## src/verilog/dcc_map.svh

```systemverilog
// offsets, field positions, reset values and timing counts of the comparator control block
`ifndef DCC_MAP_SVH
`define DCC_MAP_SVH

// ----------------------------------------------------------------------------
// register byte offsets
// ----------------------------------------------------------------------------
`define DCC_OFS_CFG0        8'h00
`define DCC_OFS_CFG1        8'h04
`define DCC_OFS_STATUS      8'h08
`define DCC_OFS_MASK        8'h0c
`define DCC_OFS_AUX_PWR     8'h10

// ----------------------------------------------------------------------------
// configuration register fields (same layout for both comparators)
// ----------------------------------------------------------------------------
`define DCC_CFG_ENABLE      0
`define DCC_CFG_POS_SEL     1
`define DCC_CFG_NEG_REF     2
`define DCC_CFG_PIN_EN      3
`define DCC_CFG_OUT_BIT     4
`define DCC_CFG_INT_EN      5
`define DCC_CFG_FLAG        6
`define DCC_CFG_READY       7

// ----------------------------------------------------------------------------
// aux power control field
// ----------------------------------------------------------------------------
`define DCC_AUX_CMP_OFF     5

// ----------------------------------------------------------------------------
// reset values
// ----------------------------------------------------------------------------
`define DCC_RST_CFG         8'h00
`define DCC_RST_AUX         8'h00
`define DCC_RST_DATA        32'h0000_0000

// ----------------------------------------------------------------------------
// timing
// ----------------------------------------------------------------------------
`define DCC_CLK_KHZ         10000
`define DCC_SETTLE_US       10
`define DCC_SETTLE_CYC      ((`DCC_SETTLE_US * `DCC_CLK_KHZ + 999) / 1000)

`endif

```

## src/verilog/dcc_pkg.sv

```systemverilog
// types shared by the comparator control block
package dcc_pkg;

  // --------------------------------------------------------------------------
  // processor power modes as seen on power_mode_in
  // --------------------------------------------------------------------------
  typedef enum logic [1:0] {
    DCC_PM_RUN  = 2'b00,
    DCC_PM_IDLE = 2'b01,
    DCC_PM_PD   = 2'b10,
    DCC_PM_TPD  = 2'b11
  } dcc_pwr_mode_t;

  // --------------------------------------------------------------------------
  // per comparator enable sequencing
  // --------------------------------------------------------------------------
  typedef enum logic [1:0] {
    DCC_CH_OFF    = 2'b00,
    DCC_CH_SETTLE = 2'b01,
    DCC_CH_ON     = 2'b10
  } dcc_ch_state_t;

endpackage

```

## src/verilog/dcc_channel.sv

```systemverilog
// one comparator channel: output bit, disable forcing, change flag, settle tracking
`timescale 1ns/1ps
`include "dcc_map.svh"

module dcc_channel (
  input  wire logic clk_in,
  input  wire logic rst_n_in,
  input  wire logic enable_in,
  input  wire logic raw_in,
  input  wire logic flag_clr_in,
  output logic      out_bit_out,
  output logic      flag_out,
  output logic      ready_out
);

  dcc_pkg::dcc_ch_state_t state;
  dcc_pkg::dcc_ch_state_t next_state;
  logic [7:0]             cnt;
  logic [7:0]             next_cnt;
  logic                   next_out_bit;
  logic                   next_flag;

  // --------------------------------------------------------------------------
  // next values
  // --------------------------------------------------------------------------
  always_comb
  begin
    // disabled comparator reads high
    next_out_bit = enable_in ? raw_in : 1'b1;                  // see RL1 see RL4
    // a change in the same cycle as a clear keeps the flag set
    if (next_out_bit != out_bit_out)
      next_flag = 1'b1;                                        // see RL7 see RL5
    else if (flag_clr_in)
      next_flag = 1'b0;                                        // see RL13
    else
      next_flag = flag_out;
    next_state = state;
    next_cnt   = cnt;
    case (state)
      dcc_pkg::DCC_CH_OFF:
      begin
        next_cnt = 8'h00;
        if (enable_in)
          next_state = dcc_pkg::DCC_CH_SETTLE;
      end
      dcc_pkg::DCC_CH_SETTLE:
      begin
        // ready only tells software the settle window is over; it gates nothing
        if (!enable_in)
          next_state = dcc_pkg::DCC_CH_OFF;
        else if (cnt == 8'(`DCC_SETTLE_CYC - 1))
          next_state = dcc_pkg::DCC_CH_ON;                     // see RL3
        else
          next_cnt = cnt + 8'h01;
      end
      dcc_pkg::DCC_CH_ON:
      begin
        if (!enable_in)
          next_state = dcc_pkg::DCC_CH_OFF;
      end
      default:
      begin
        next_state = dcc_pkg::DCC_CH_OFF;
      end
    endcase
  end

  // --------------------------------------------------------------------------
  // registers
  // --------------------------------------------------------------------------
  always_ff @(posedge clk_in or negedge rst_n_in)
  begin
    if (!rst_n_in)
    begin
      state       <= dcc_pkg::DCC_CH_OFF;
      cnt         <= 8'h00;
      out_bit_out <= 1'b1;
      flag_out    <= 1'b0;
      ready_out   <= 1'b0;
    end
    else
    begin
      state       <= next_state;
      cnt         <= next_cnt;
      out_bit_out <= next_out_bit;
      flag_out    <= next_flag;
      ready_out   <= (next_state == dcc_pkg::DCC_CH_ON);
    end
  end

endmodule // dcc_channel

```

## src/verilog/dcc_power.sv

```systemverilog
// power mode tracking: total power-down shutdown and wake request
`timescale 1ns/1ps

module dcc_power (
  input  wire logic       clk_in,
  input  wire logic       rst_n_in,
  input  wire logic [1:0] power_mode_in,
  input  wire logic       irq_pend_in,
  output logic            tpd_out,
  output logic            wake_out
);

  logic next_tpd;
  logic next_wake;

  // --------------------------------------------------------------------------
  // next values
  // --------------------------------------------------------------------------
  always_comb
  begin
    next_tpd  = (power_mode_in == dcc_pkg::DCC_PM_TPD);        // see RL10
    // no wake from total power-down: the comparators are off there anyway
    next_wake = irq_pend_in &&
                ((power_mode_in == dcc_pkg::DCC_PM_IDLE) ||
                 (power_mode_in == dcc_pkg::DCC_PM_PD));       // see RL11
  end

  // --------------------------------------------------------------------------
  // registers
  // --------------------------------------------------------------------------
  always_ff @(posedge clk_in or negedge rst_n_in)
  begin
    if (!rst_n_in)
    begin
      tpd_out  <= 1'b0;
      wake_out <= 1'b0;
    end
    else
    begin
      tpd_out  <= next_tpd;
      wake_out <= next_wake;
    end
  end

endmodule // dcc_power

```

## src/verilog/dcc_top.sv

```systemverilog
// dual comparator control: register slave, input steering, flags, interrupt and wake
//
// Notes on behaviour
// RL1: output bit is one when positive input exceeds negative; readable, optional pin.
// RL2: positive input picks one of two pins; negative picks pin or reference.
// RL3: software waits ten microseconds after enable, then clears flag before interrupt.
// RL4: a disabled comparator forces its output bit high.
// RL5: forced low-to-high on disable sets the change flag and may interrupt.
// RL6: software masks interrupt before disabling, clears flag afterwards.
// RL7: each change of output, either way, sets that comparator's change flag.
// RL8: each comparator has its own interrupt enable; flag is pollable regardless.
// RL9: both comparators share one interrupt; handler reads both flags.
// RL10: comparators keep running in idle and power-down, off in total power-down.
// RL11: enabled change interrupt wakes from idle or power-down, not total power-down.
// RL12: bit five of aux power control switches both comparators off.
// RL13: change flag stays set until written zero; clearing withdraws its request. Code also clears it on a one written to its STATUS bit.
//
// Decided for this implementation: the register offsets and the Wishbone slave port.
`timescale 1ns/1ps
`include "dcc_map.svh"

module dcc_top (
  input  wire logic        clk_in,
  input  wire logic        rst_n_in,
  // classic wishbone slave
  input  wire logic        wb_cyc_in,
  input  wire logic        wb_stb_in,
  input  wire logic        wb_we_in,
  input  wire logic [7:0]  wb_adr_in,
  input  wire logic [3:0]  wb_sel_in,
  input  wire logic [31:0] wb_dat_in,
  output logic      [31:0] wb_dat_out,
  output logic             wb_ack_out,
  // analog front end
  input  wire logic [1:0]  cmp_raw_in,
  output logic      [1:0]  ana_enable_out,
  output logic      [1:0]  ana_pos_sel_out,
  output logic      [1:0]  ana_neg_ref_out,
  // comparator output pins
  output logic      [1:0]  cmp_pin_out,
  output logic      [1:0]  cmp_pin_oe_out,
  // processor side
  input  wire logic [1:0]  power_mode_in,
  output logic             irq_out,
  output logic             wake_out
);

  // --------------------------------------------------------------------------
  // software state
  // --------------------------------------------------------------------------
  logic [1:0]  cfg_enable;
  logic [1:0]  cfg_pos_sel;
  logic [1:0]  cfg_neg_ref;
  logic [1:0]  cfg_pin_en;
  logic [1:0]  cfg_int_en;
  logic        aux_cmp_off;
  logic [1:0]  next_cfg_enable;
  logic [1:0]  next_cfg_pos_sel;
  logic [1:0]  next_cfg_neg_ref;
  logic [1:0]  next_cfg_pin_en;
  logic [1:0]  next_cfg_int_en;
  logic        next_aux_cmp_off;

  // reset words are kept whole so that the field positions pick their bits
  localparam logic [7:0] RST_CFG = `DCC_RST_CFG;
  localparam logic [7:0] RST_AUX = `DCC_RST_AUX;

  // bus
  logic        next_ack;
  logic [31:0] next_dat;
  logic        wr_stb;
  logic        wr_lane0;
  logic        cfg_idx;

  // channel signals
  logic [1:0]  run_enable;
  logic [1:0]  out_bit;
  logic [1:0]  flag;
  logic [1:0]  ready;
  logic [1:0]  flag_clr;
  logic        tpd;
  logic        irq_pend;

  // outputs
  logic [1:0]  next_ana_enable;
  logic [1:0]  next_ana_pos_sel;
  logic [1:0]  next_ana_neg_ref;
  logic [1:0]  next_pin;
  logic [1:0]  next_pin_oe;
  logic        next_irq;

  // --------------------------------------------------------------------------
  // bus decode
  // --------------------------------------------------------------------------
  // a write lands on the edge at which the master sees ack, never earlier
  assign wr_stb   = wb_cyc_in && wb_stb_in && wb_we_in && wb_ack_out;
  assign wr_lane0 = wr_stb && wb_sel_in[0];

  // both configuration registers share one layout; address bit 2 picks the channel
  assign cfg_idx  = wb_adr_in[2];

  // builds the readable byte of one configuration register
  function automatic logic [7:0] cfg_byte(input logic [1:0] idx);
    logic [7:0] b;
    b                   = 8'h00;

    b[`DCC_CFG_ENABLE]  = cfg_enable[idx[0]];
    b[`DCC_CFG_POS_SEL] = cfg_pos_sel[idx[0]];
    b[`DCC_CFG_NEG_REF] = cfg_neg_ref[idx[0]];
    b[`DCC_CFG_PIN_EN]  = cfg_pin_en[idx[0]];
    b[`DCC_CFG_OUT_BIT] = out_bit[idx[0]];
    b[`DCC_CFG_INT_EN]  = cfg_int_en[idx[0]];
    b[`DCC_CFG_FLAG]    = flag[idx[0]];
    b[`DCC_CFG_READY]   = ready[idx[0]];
    return b;
  endfunction

  // --------------------------------------------------------------------------
  // bus next values
  // --------------------------------------------------------------------------
  always_comb
  begin
    // one-cycle ack: a master still holding stb is not answered on two cycles in a row
    next_ack = wb_cyc_in && wb_stb_in && !wb_ack_out;
    next_dat = `DCC_RST_DATA;

    if (next_ack && !wb_we_in)
    begin
      case (wb_adr_in)
        `DCC_OFS_CFG0:    next_dat[7:0] = cfg_byte(2'h0);          // see RL1
        `DCC_OFS_CFG1:    next_dat[7:0] = cfg_byte(2'h1);
        `DCC_OFS_STATUS:  next_dat[1:0] = flag;                    // see RL9
        `DCC_OFS_MASK:    next_dat[1:0] = cfg_int_en;
        `DCC_OFS_AUX_PWR: next_dat[`DCC_AUX_CMP_OFF] = aux_cmp_off;
        default:          next_dat = `DCC_RST_DATA;
      endcase
    end
  end

  always_ff @(posedge clk_in or negedge rst_n_in)
  begin
    if (!rst_n_in)
    begin
      wb_ack_out <= 1'b0;
      wb_dat_out <= `DCC_RST_DATA;
    end
    else
    begin
      wb_ack_out <= next_ack;
      wb_dat_out <= next_dat;
    end
  end

  // --------------------------------------------------------------------------
  // configuration next values
  // --------------------------------------------------------------------------
  always_comb
  begin
    next_cfg_enable  = cfg_enable;
    next_cfg_pos_sel = cfg_pos_sel;
    next_cfg_neg_ref = cfg_neg_ref;
    next_cfg_pin_en  = cfg_pin_en;
    next_cfg_int_en  = cfg_int_en;
    next_aux_cmp_off = aux_cmp_off;

    flag_clr         = 2'b00;
    if (wr_lane0)
    begin
      case (wb_adr_in)
        `DCC_OFS_CFG0, `DCC_OFS_CFG1:
        begin
          // output and settled bits are read-only and ignore the write
          next_cfg_enable[cfg_idx]  = wb_dat_in[`DCC_CFG_ENABLE];
          next_cfg_pos_sel[cfg_idx] = wb_dat_in[`DCC_CFG_POS_SEL]; // see RL2
          next_cfg_neg_ref[cfg_idx] = wb_dat_in[`DCC_CFG_NEG_REF]; // see RL2
          next_cfg_pin_en[cfg_idx]  = wb_dat_in[`DCC_CFG_PIN_EN];
          next_cfg_int_en[cfg_idx]  = wb_dat_in[`DCC_CFG_INT_EN];  // see RL8
          // writing a zero clears; writing a one leaves the flag alone
          flag_clr[cfg_idx]         = !wb_dat_in[`DCC_CFG_FLAG];   // see RL13
        end

        `DCC_OFS_STATUS:
        begin
          // a handler clears the flags it has read by writing ones here
          flag_clr = wb_dat_in[1:0];                                    // see RL13
        end

        `DCC_OFS_MASK:
        begin
          next_cfg_int_en = wb_dat_in[1:0];                             // see RL8
        end

        `DCC_OFS_AUX_PWR:
        begin
          // enable bits survive; only the running comparators stop
          next_aux_cmp_off = wb_dat_in[`DCC_AUX_CMP_OFF];               // see RL12
        end

        default:
        begin
          flag_clr = 2'b00;
        end
      endcase
    end
  end

  always_ff @(posedge clk_in or negedge rst_n_in)
  begin
    if (!rst_n_in)
    begin
      cfg_enable  <= {2{RST_CFG[`DCC_CFG_ENABLE]}};
      cfg_pos_sel <= {2{RST_CFG[`DCC_CFG_POS_SEL]}};
      cfg_neg_ref <= {2{RST_CFG[`DCC_CFG_NEG_REF]}};
      cfg_pin_en  <= {2{RST_CFG[`DCC_CFG_PIN_EN]}};
      cfg_int_en  <= {2{RST_CFG[`DCC_CFG_INT_EN]}};
      aux_cmp_off <= RST_AUX[`DCC_AUX_CMP_OFF];
    end
    else
    begin
      cfg_enable  <= next_cfg_enable;
      cfg_pos_sel <= next_cfg_pos_sel;
      cfg_neg_ref <= next_cfg_neg_ref;
      cfg_pin_en  <= next_cfg_pin_en;
      cfg_int_en  <= next_cfg_int_en;
      aux_cmp_off <= next_aux_cmp_off;
    end
  end

  // --------------------------------------------------------------------------
  // comparator channels
  // --------------------------------------------------------------------------
  // the enable bit itself is kept, so a comparator shut by total power-down
  // comes back by itself when the mode is left
  assign run_enable = cfg_enable & {2{!aux_cmp_off && !tpd}};  // see RL10 see RL12

  // one instance per comparator; they share nothing but clock and reset
  genvar gi;
  generate
    for (gi = 0; gi < 2; gi = gi + 1)
    begin : g_ch
      dcc_channel u_ch (
        .clk_in      (clk_in),
        .rst_n_in    (rst_n_in),
        .enable_in   (run_enable[gi]),
        .raw_in      (cmp_raw_in[gi]),
        .flag_clr_in (flag_clr[gi]),
        .out_bit_out (out_bit[gi]),
        .flag_out    (flag[gi]),
        .ready_out   (ready[gi])
      );
    end
  endgenerate

  // one shared request; a cleared flag drops out of it at once
  assign irq_pend = |(flag & cfg_int_en);                      // see RL9 see RL13

  // wake is only asked for while the processor sleeps lightly
  dcc_power u_power (
    .clk_in        (clk_in),
    .rst_n_in      (rst_n_in),
    .power_mode_in (power_mode_in),
    .irq_pend_in   (irq_pend),
    .tpd_out       (tpd),
    .wake_out      (wake_out)
  );

  // --------------------------------------------------------------------------
  // pin and interrupt next values
  // --------------------------------------------------------------------------
  always_comb
  begin
    next_ana_enable  = run_enable;
    next_ana_pos_sel = cfg_pos_sel;                            // see RL2
    next_ana_neg_ref = cfg_neg_ref;                            // see RL2
    next_pin         = out_bit;                                // see RL1
    next_pin_oe      = cfg_pin_en;

    next_irq         = irq_pend;                               // see RL8 see RL5
  end

  always_ff @(posedge clk_in or negedge rst_n_in)
  begin
    if (!rst_n_in)
    begin
      ana_enable_out  <= 2'b00;
      ana_pos_sel_out <= 2'b00;
      ana_neg_ref_out <= 2'b00;
      cmp_pin_out     <= 2'b11;
      cmp_pin_oe_out  <= 2'b00;
      irq_out         <= 1'b0;
    end
    else
    begin
      ana_enable_out  <= next_ana_enable;
      ana_pos_sel_out <= next_ana_pos_sel;
      ana_neg_ref_out <= next_ana_neg_ref;
      cmp_pin_out     <= next_pin;
      cmp_pin_oe_out  <= next_pin_oe;
      irq_out         <= next_irq;
    end
  end

endmodule // dcc_top

```

## config.mk

```make
export PLATFORM = sky130hd
export DESIGN_NAME = dcc_top
export DESIGN_NICKNAME = d
export VERILOG_FILES = /design/src/verilog/dcc_pkg.sv /design/src/verilog/dcc_channel.sv /design/src/verilog/dcc_power.sv /design/src/verilog/dcc_top.sv
export VERILOG_INCLUDE_DIRS = /design/src /design/src/verilog
export SDC_FILE = /design/constraint.sdc
export NUM_CORES = 1
export LEC_CHECK = 0
export BUFFER_PORTS_ARGS = -buffer_cell sky130_fd_sc_hd__buf_4
export CAP_MARGIN = 10
export CORE_UTILIZATION = 50
export DETAILED_ROUTE_END_ITERATION = 12
export PLACE_DENSITY_LB_ADDON = 0.12
export SYNTH_ARGS = -nofsm -noshare
export SYNTH_HDL_FRONTEND = slang
export SYNTH_SLANG_ARGS = --single-unit
```

## constraint.sdc

```tcl
create_clock -name clk_in -period 4 [get_ports clk_in]
set_input_delay 0.2 -clock clk_in [delete_from_list [all_inputs] [get_ports clk_in]]
set_output_delay 0.2 -clock clk_in [all_outputs]
set_load 0.01 [all_outputs]
```

==> flow_summary_export.csv <==
group,metric,value,unit
clocking,root_buffer,"clkbuf_8",
floorplan,die_w,77.5,um
power_and_ir_drop,power_leakage,1.60,nW
yosys,synth_top_family_by_area,"simple AND/OR/NAND/NOR gates",
clocking,clk_pin_slew,70,ps
timing,whs,99.0,ps
timing,finalHoldViolations,0,
grt,grt_pass1_wl,8680,um
placement,place_ws,2030,ps
cells_and_area,area_delta_synth_final,16.6,%
hold_path,hold_path.class,"input pin to flop",
worst_setup_path,path_cells,"ha_1, or4b_1, nor3_2, nor4_1, a211o_1",
timing,period_needed,1900,ps
power_and_ir_drop,power_density,343,nW/um^2
power_and_ir_drop,comb_power_share,5.4,%
timing,drv_slew,0,
worst_setup_path,cp_max_fo,6,
detailed_routing,vias,2005,
timing,tns,0,ps
floorplan,die_h,77.5,um
yosys,synth_compound_area_share,8.33,%
clocking,cts_buffer_depth,2,
detailed_routing,routed_wirelength,5090,um
worst_setup_path,crit-reg2reg-launch,"g_ch[1].u_ch.cnt[0]$_DFFE_PN0P_",
worst_setup_path,path_class,"flop to flop",
yosys,ys_types,52,
power_and_ir_drop,internal-power,850,uW
worst_setup_path,crit_path_top_delay_cell,"or4b_1",
detailed_routing,antenna_left,0,
worst_setup_path,cp-startpoint,"g_ch[1].u_ch.cnt[0]$_DFFE_PN0P_",
cells_and_area,finalNetCount,362,
detailed_routing,drt_iter0_drc,87,
cells_and_area,drive_gt1_share,27.0,%
grt,grt_max_degree,60,
timing,skew,5.21,ps
timing,period_share,47.4,%
worst_setup_path,r2r-end,"g_ch[1].u_ch.cnt[1]$_DFFE_PN0P_",
hold_path,hold_depth,2,
cells_and_area,nFillCells,486,
yosys,synth-adder-area-share,1.32,%
yosys,syn_area_per_cell,11.0,um^2
cells_and_area,final_common_cell,"dfrtp_1",
hold_path,holdPathEnd,"u_power.tpd_out$_DFF_PN0_",
clocking,numClockSinks,59,
power_and_ir_drop,switching_share,25.6,%
timing,worst_pin_slew,725,ps
floorplan,pin_count,98,
floorplan,initial_core_util,51.8,%
yosys,synthCells,259,
worst_setup_path,rrSetupSlack,2100,ps
worst_setup_path,crit_required,4220,ps
placement,io_buffers,44,
clocking,postCtsSetupBuffers,0,
clocking,cts_resized,0,
yosys,synthSimpleGateAreaFrac,20.1,%
worst_setup_path,critPathMaxStageDelay,480,ps
yosys,netlist_area,2850,um^2
timing,slew_headroom,51.7,%
worst_setup_path,reg2reg_depth,5,
yosys,synthArstFlopShare,100,%
grt,grt_pass1_vias,1885,
worst_setup_path,cp-start-kind,"flop",
timing,setup_viol,0,
power_and_ir_drop,clockPowerShare,42.2,%
floorplan,core,5510,um^2
grt,track_usage,18.7,%
timing,rsz0062_at_grt,"false",
power_and_ir_drop,seq_power_share,52.4,%
clocking,cts_hold_buffers,1,
yosys,synth_xor_area_share,0.614,%
run,drv_cap,0,
grt,antenna_found_initial,0,
cells_and_area,mostFrequentLayoutCells,"55 x dfrtp_1, 44 x buf_4, 24 x conb_1",
yosys,yosysWarningCount,0,
status,status,"finished clean",
placement,dp_hpwl,3510,um
floorplan,rows,27,
grt,grt_overflow,0,
worst_setup_path,worstPathArrival,2120,ps
clocking,cts_max_level,3,
detailed_routing,routedWlPerCell,13.3,um
yosys,ys.flop_type,"dfrtp_1",
clocking,worstSkewPairLatency,340,ps
timing,fmaxAchievable,0.527,GHz
yosys,yosysSeqAreaShare,51.9,%
clocking,cts_buffers,9,
power_and_ir_drop,vdd_drop_max,0.200,mV
hold_path,hp-start,"power_mode_in[1]",
detailed_routing,route.detailed.drc,0,
clocking,tritoncts,"done",
yosys,ys_seq_elements,59,
detailed_routing,detail_route.vias_per_cell,5.23,
cells_and_area,diodes,0,
worst_setup_path,worstSetupEndpointType,"flop",
timing,worst_slack,2100,ps
power_and_ir_drop,switching_power,292,uW
detailed_routing,drt_pre_antenna_iters,4,
yosys,yosys-mux-area-fraction,8.95,%
floorplan,die-area,6010,um^2
placement,place_congestion,0.746,
yosys,synth_edf_count,0,
==> logic make-up (layout without fill, tap and decap cells) <==
family	Yosys count	after routing
multiplexers	20	20
XOR/XNOR	2	2
adder cells (fa/ha/maj)	3	3
other	1	24
AO/OA/AOI/OAI	35	35
buffers and inverters	39	68
AND/OR/NAND/NOR	100	100
flip-flops	59	59
==> synthesized netlist by cell type, types with 3 or more instances <==
cell	count	area (um^2)
dfrtp_1	55	1380
buf_4	24	180
nand2b_1	8	50.1
or4_1	6	45.0
a311o_1	3	30.0
mux2_4	4	60.1
and2_1	4	25.0
nand3_1	13	65.1
o21ai_0	7	35.0
clkbuf_1	5	18.8
nand2_1	20	75.1
nor2_1	12	45.0
nand4_1	6	37.5
nor3_1	5	25.0
mux2_2	8	90.1
a21oi_1	8	40.0
inv_1	6	22.5
dfstp_2	4	105
ha_1	3	37.5
or3_1	5	31.3
mux2i_1	6	60.1
o211ai_1	5	37.5
and3_1	3	18.8
==> final cells by class <==
type / instances / area [um^2] / share of cell area (%)
sequential: 59 / 1480 / 44.5
multi-input combinational: 184 / 1210 / 36.4
timing repair buffer: 45 / 340 / 10.2
clock buffer: 9 / 124 / 3.72
tap: 72 / 90.1 / 2.71
clock inverter: 7 / 52.6 / 1.58
inverter: 7 / 26.3 / 0.790
==> per-stage QoR <==
stage,util (%),power [mW],cell area [um^2],std cells
after global placement,57.0,0.672,3140,366
after global routing,60.4,1.19,3330,383
after floorplan,-,0.654,2940,282
after detailed placement,57.0,0.672,3140,366
after CTS,60.4,1.16,3330,383
final,60.4,1.14,3330,383
==> power groups by stage <==
stage                     Clock (mW)  Sequential (mW)  Combinational (mW)
after floorplan                    0            0.611              0.0431
after global placement             0            0.611              0.0609
after detailed placement           0            0.611              0.0613
after CTS                      0.497            0.599              0.0623
after global routing           0.523            0.599              0.0688
final                          0.482            0.599              0.0615
==> worst max path at each step <==
stage / endpoint / slack (ps)
floorplan: g_ch[1].u_ch.ready_out$_DFF_PN0_ / 2260
global placement: cfg_enable[1]$_DFFE_PN0P_ / 2030
detailed placement: cfg_pin_en[1]$_DFFE_PN0P_ / 2030
CTS: g_ch[1].u_ch.cnt[1]$_DFFE_PN0P_ / 2100
global route: g_ch[1].u_ch.cnt[1]$_DFFE_PN0P_ / 1990
finish: g_ch[1].u_ch.cnt[1]$_DFFE_PN0P_ / 2100
==> worst max-delay path: cells and delay by family, from the launching register on <==
family | cells | cell delay [ps]
simple gates | 3 | 890
compound gates | 1 | 230
flops | 1 | 440
fa+ha+maj | 1 | 220
==> flip-flops by register name, indices dropped and copies added (netlist names), 2 cells and up <==
name / cells
ana_enable_out: 2
ana_neg_ref_out: 2
ana_pos_sel_out: 2
cfg_enable: 2
cfg_int_en: 2
cfg_neg_ref: 2
cfg_pin_en: 2
cfg_pos_sel: 2
cmp_pin_oe_out: 2
cmp_pin_out: 2
g_ch.u_ch.cnt: 16
g_ch.u_ch.flag_out: 2
g_ch.u_ch.out_bit_out: 2
g_ch.u_ch.ready_out: 2
g_ch.u_ch.state: 4
wb_dat_out: 8
==> layer usage <==
metal	global-route usage [%]	share of wire [%]	up-vias	wire length, um
met1	24.6	46	951	2360
met5	0	0	-	0
met3	4.59	5.0	10	252
met2	28.8	47	57	2370
met4	9.25	2.0	0	100
li1	-	-	987	-
Note: power is estimated with default switching activity, not from simulation.
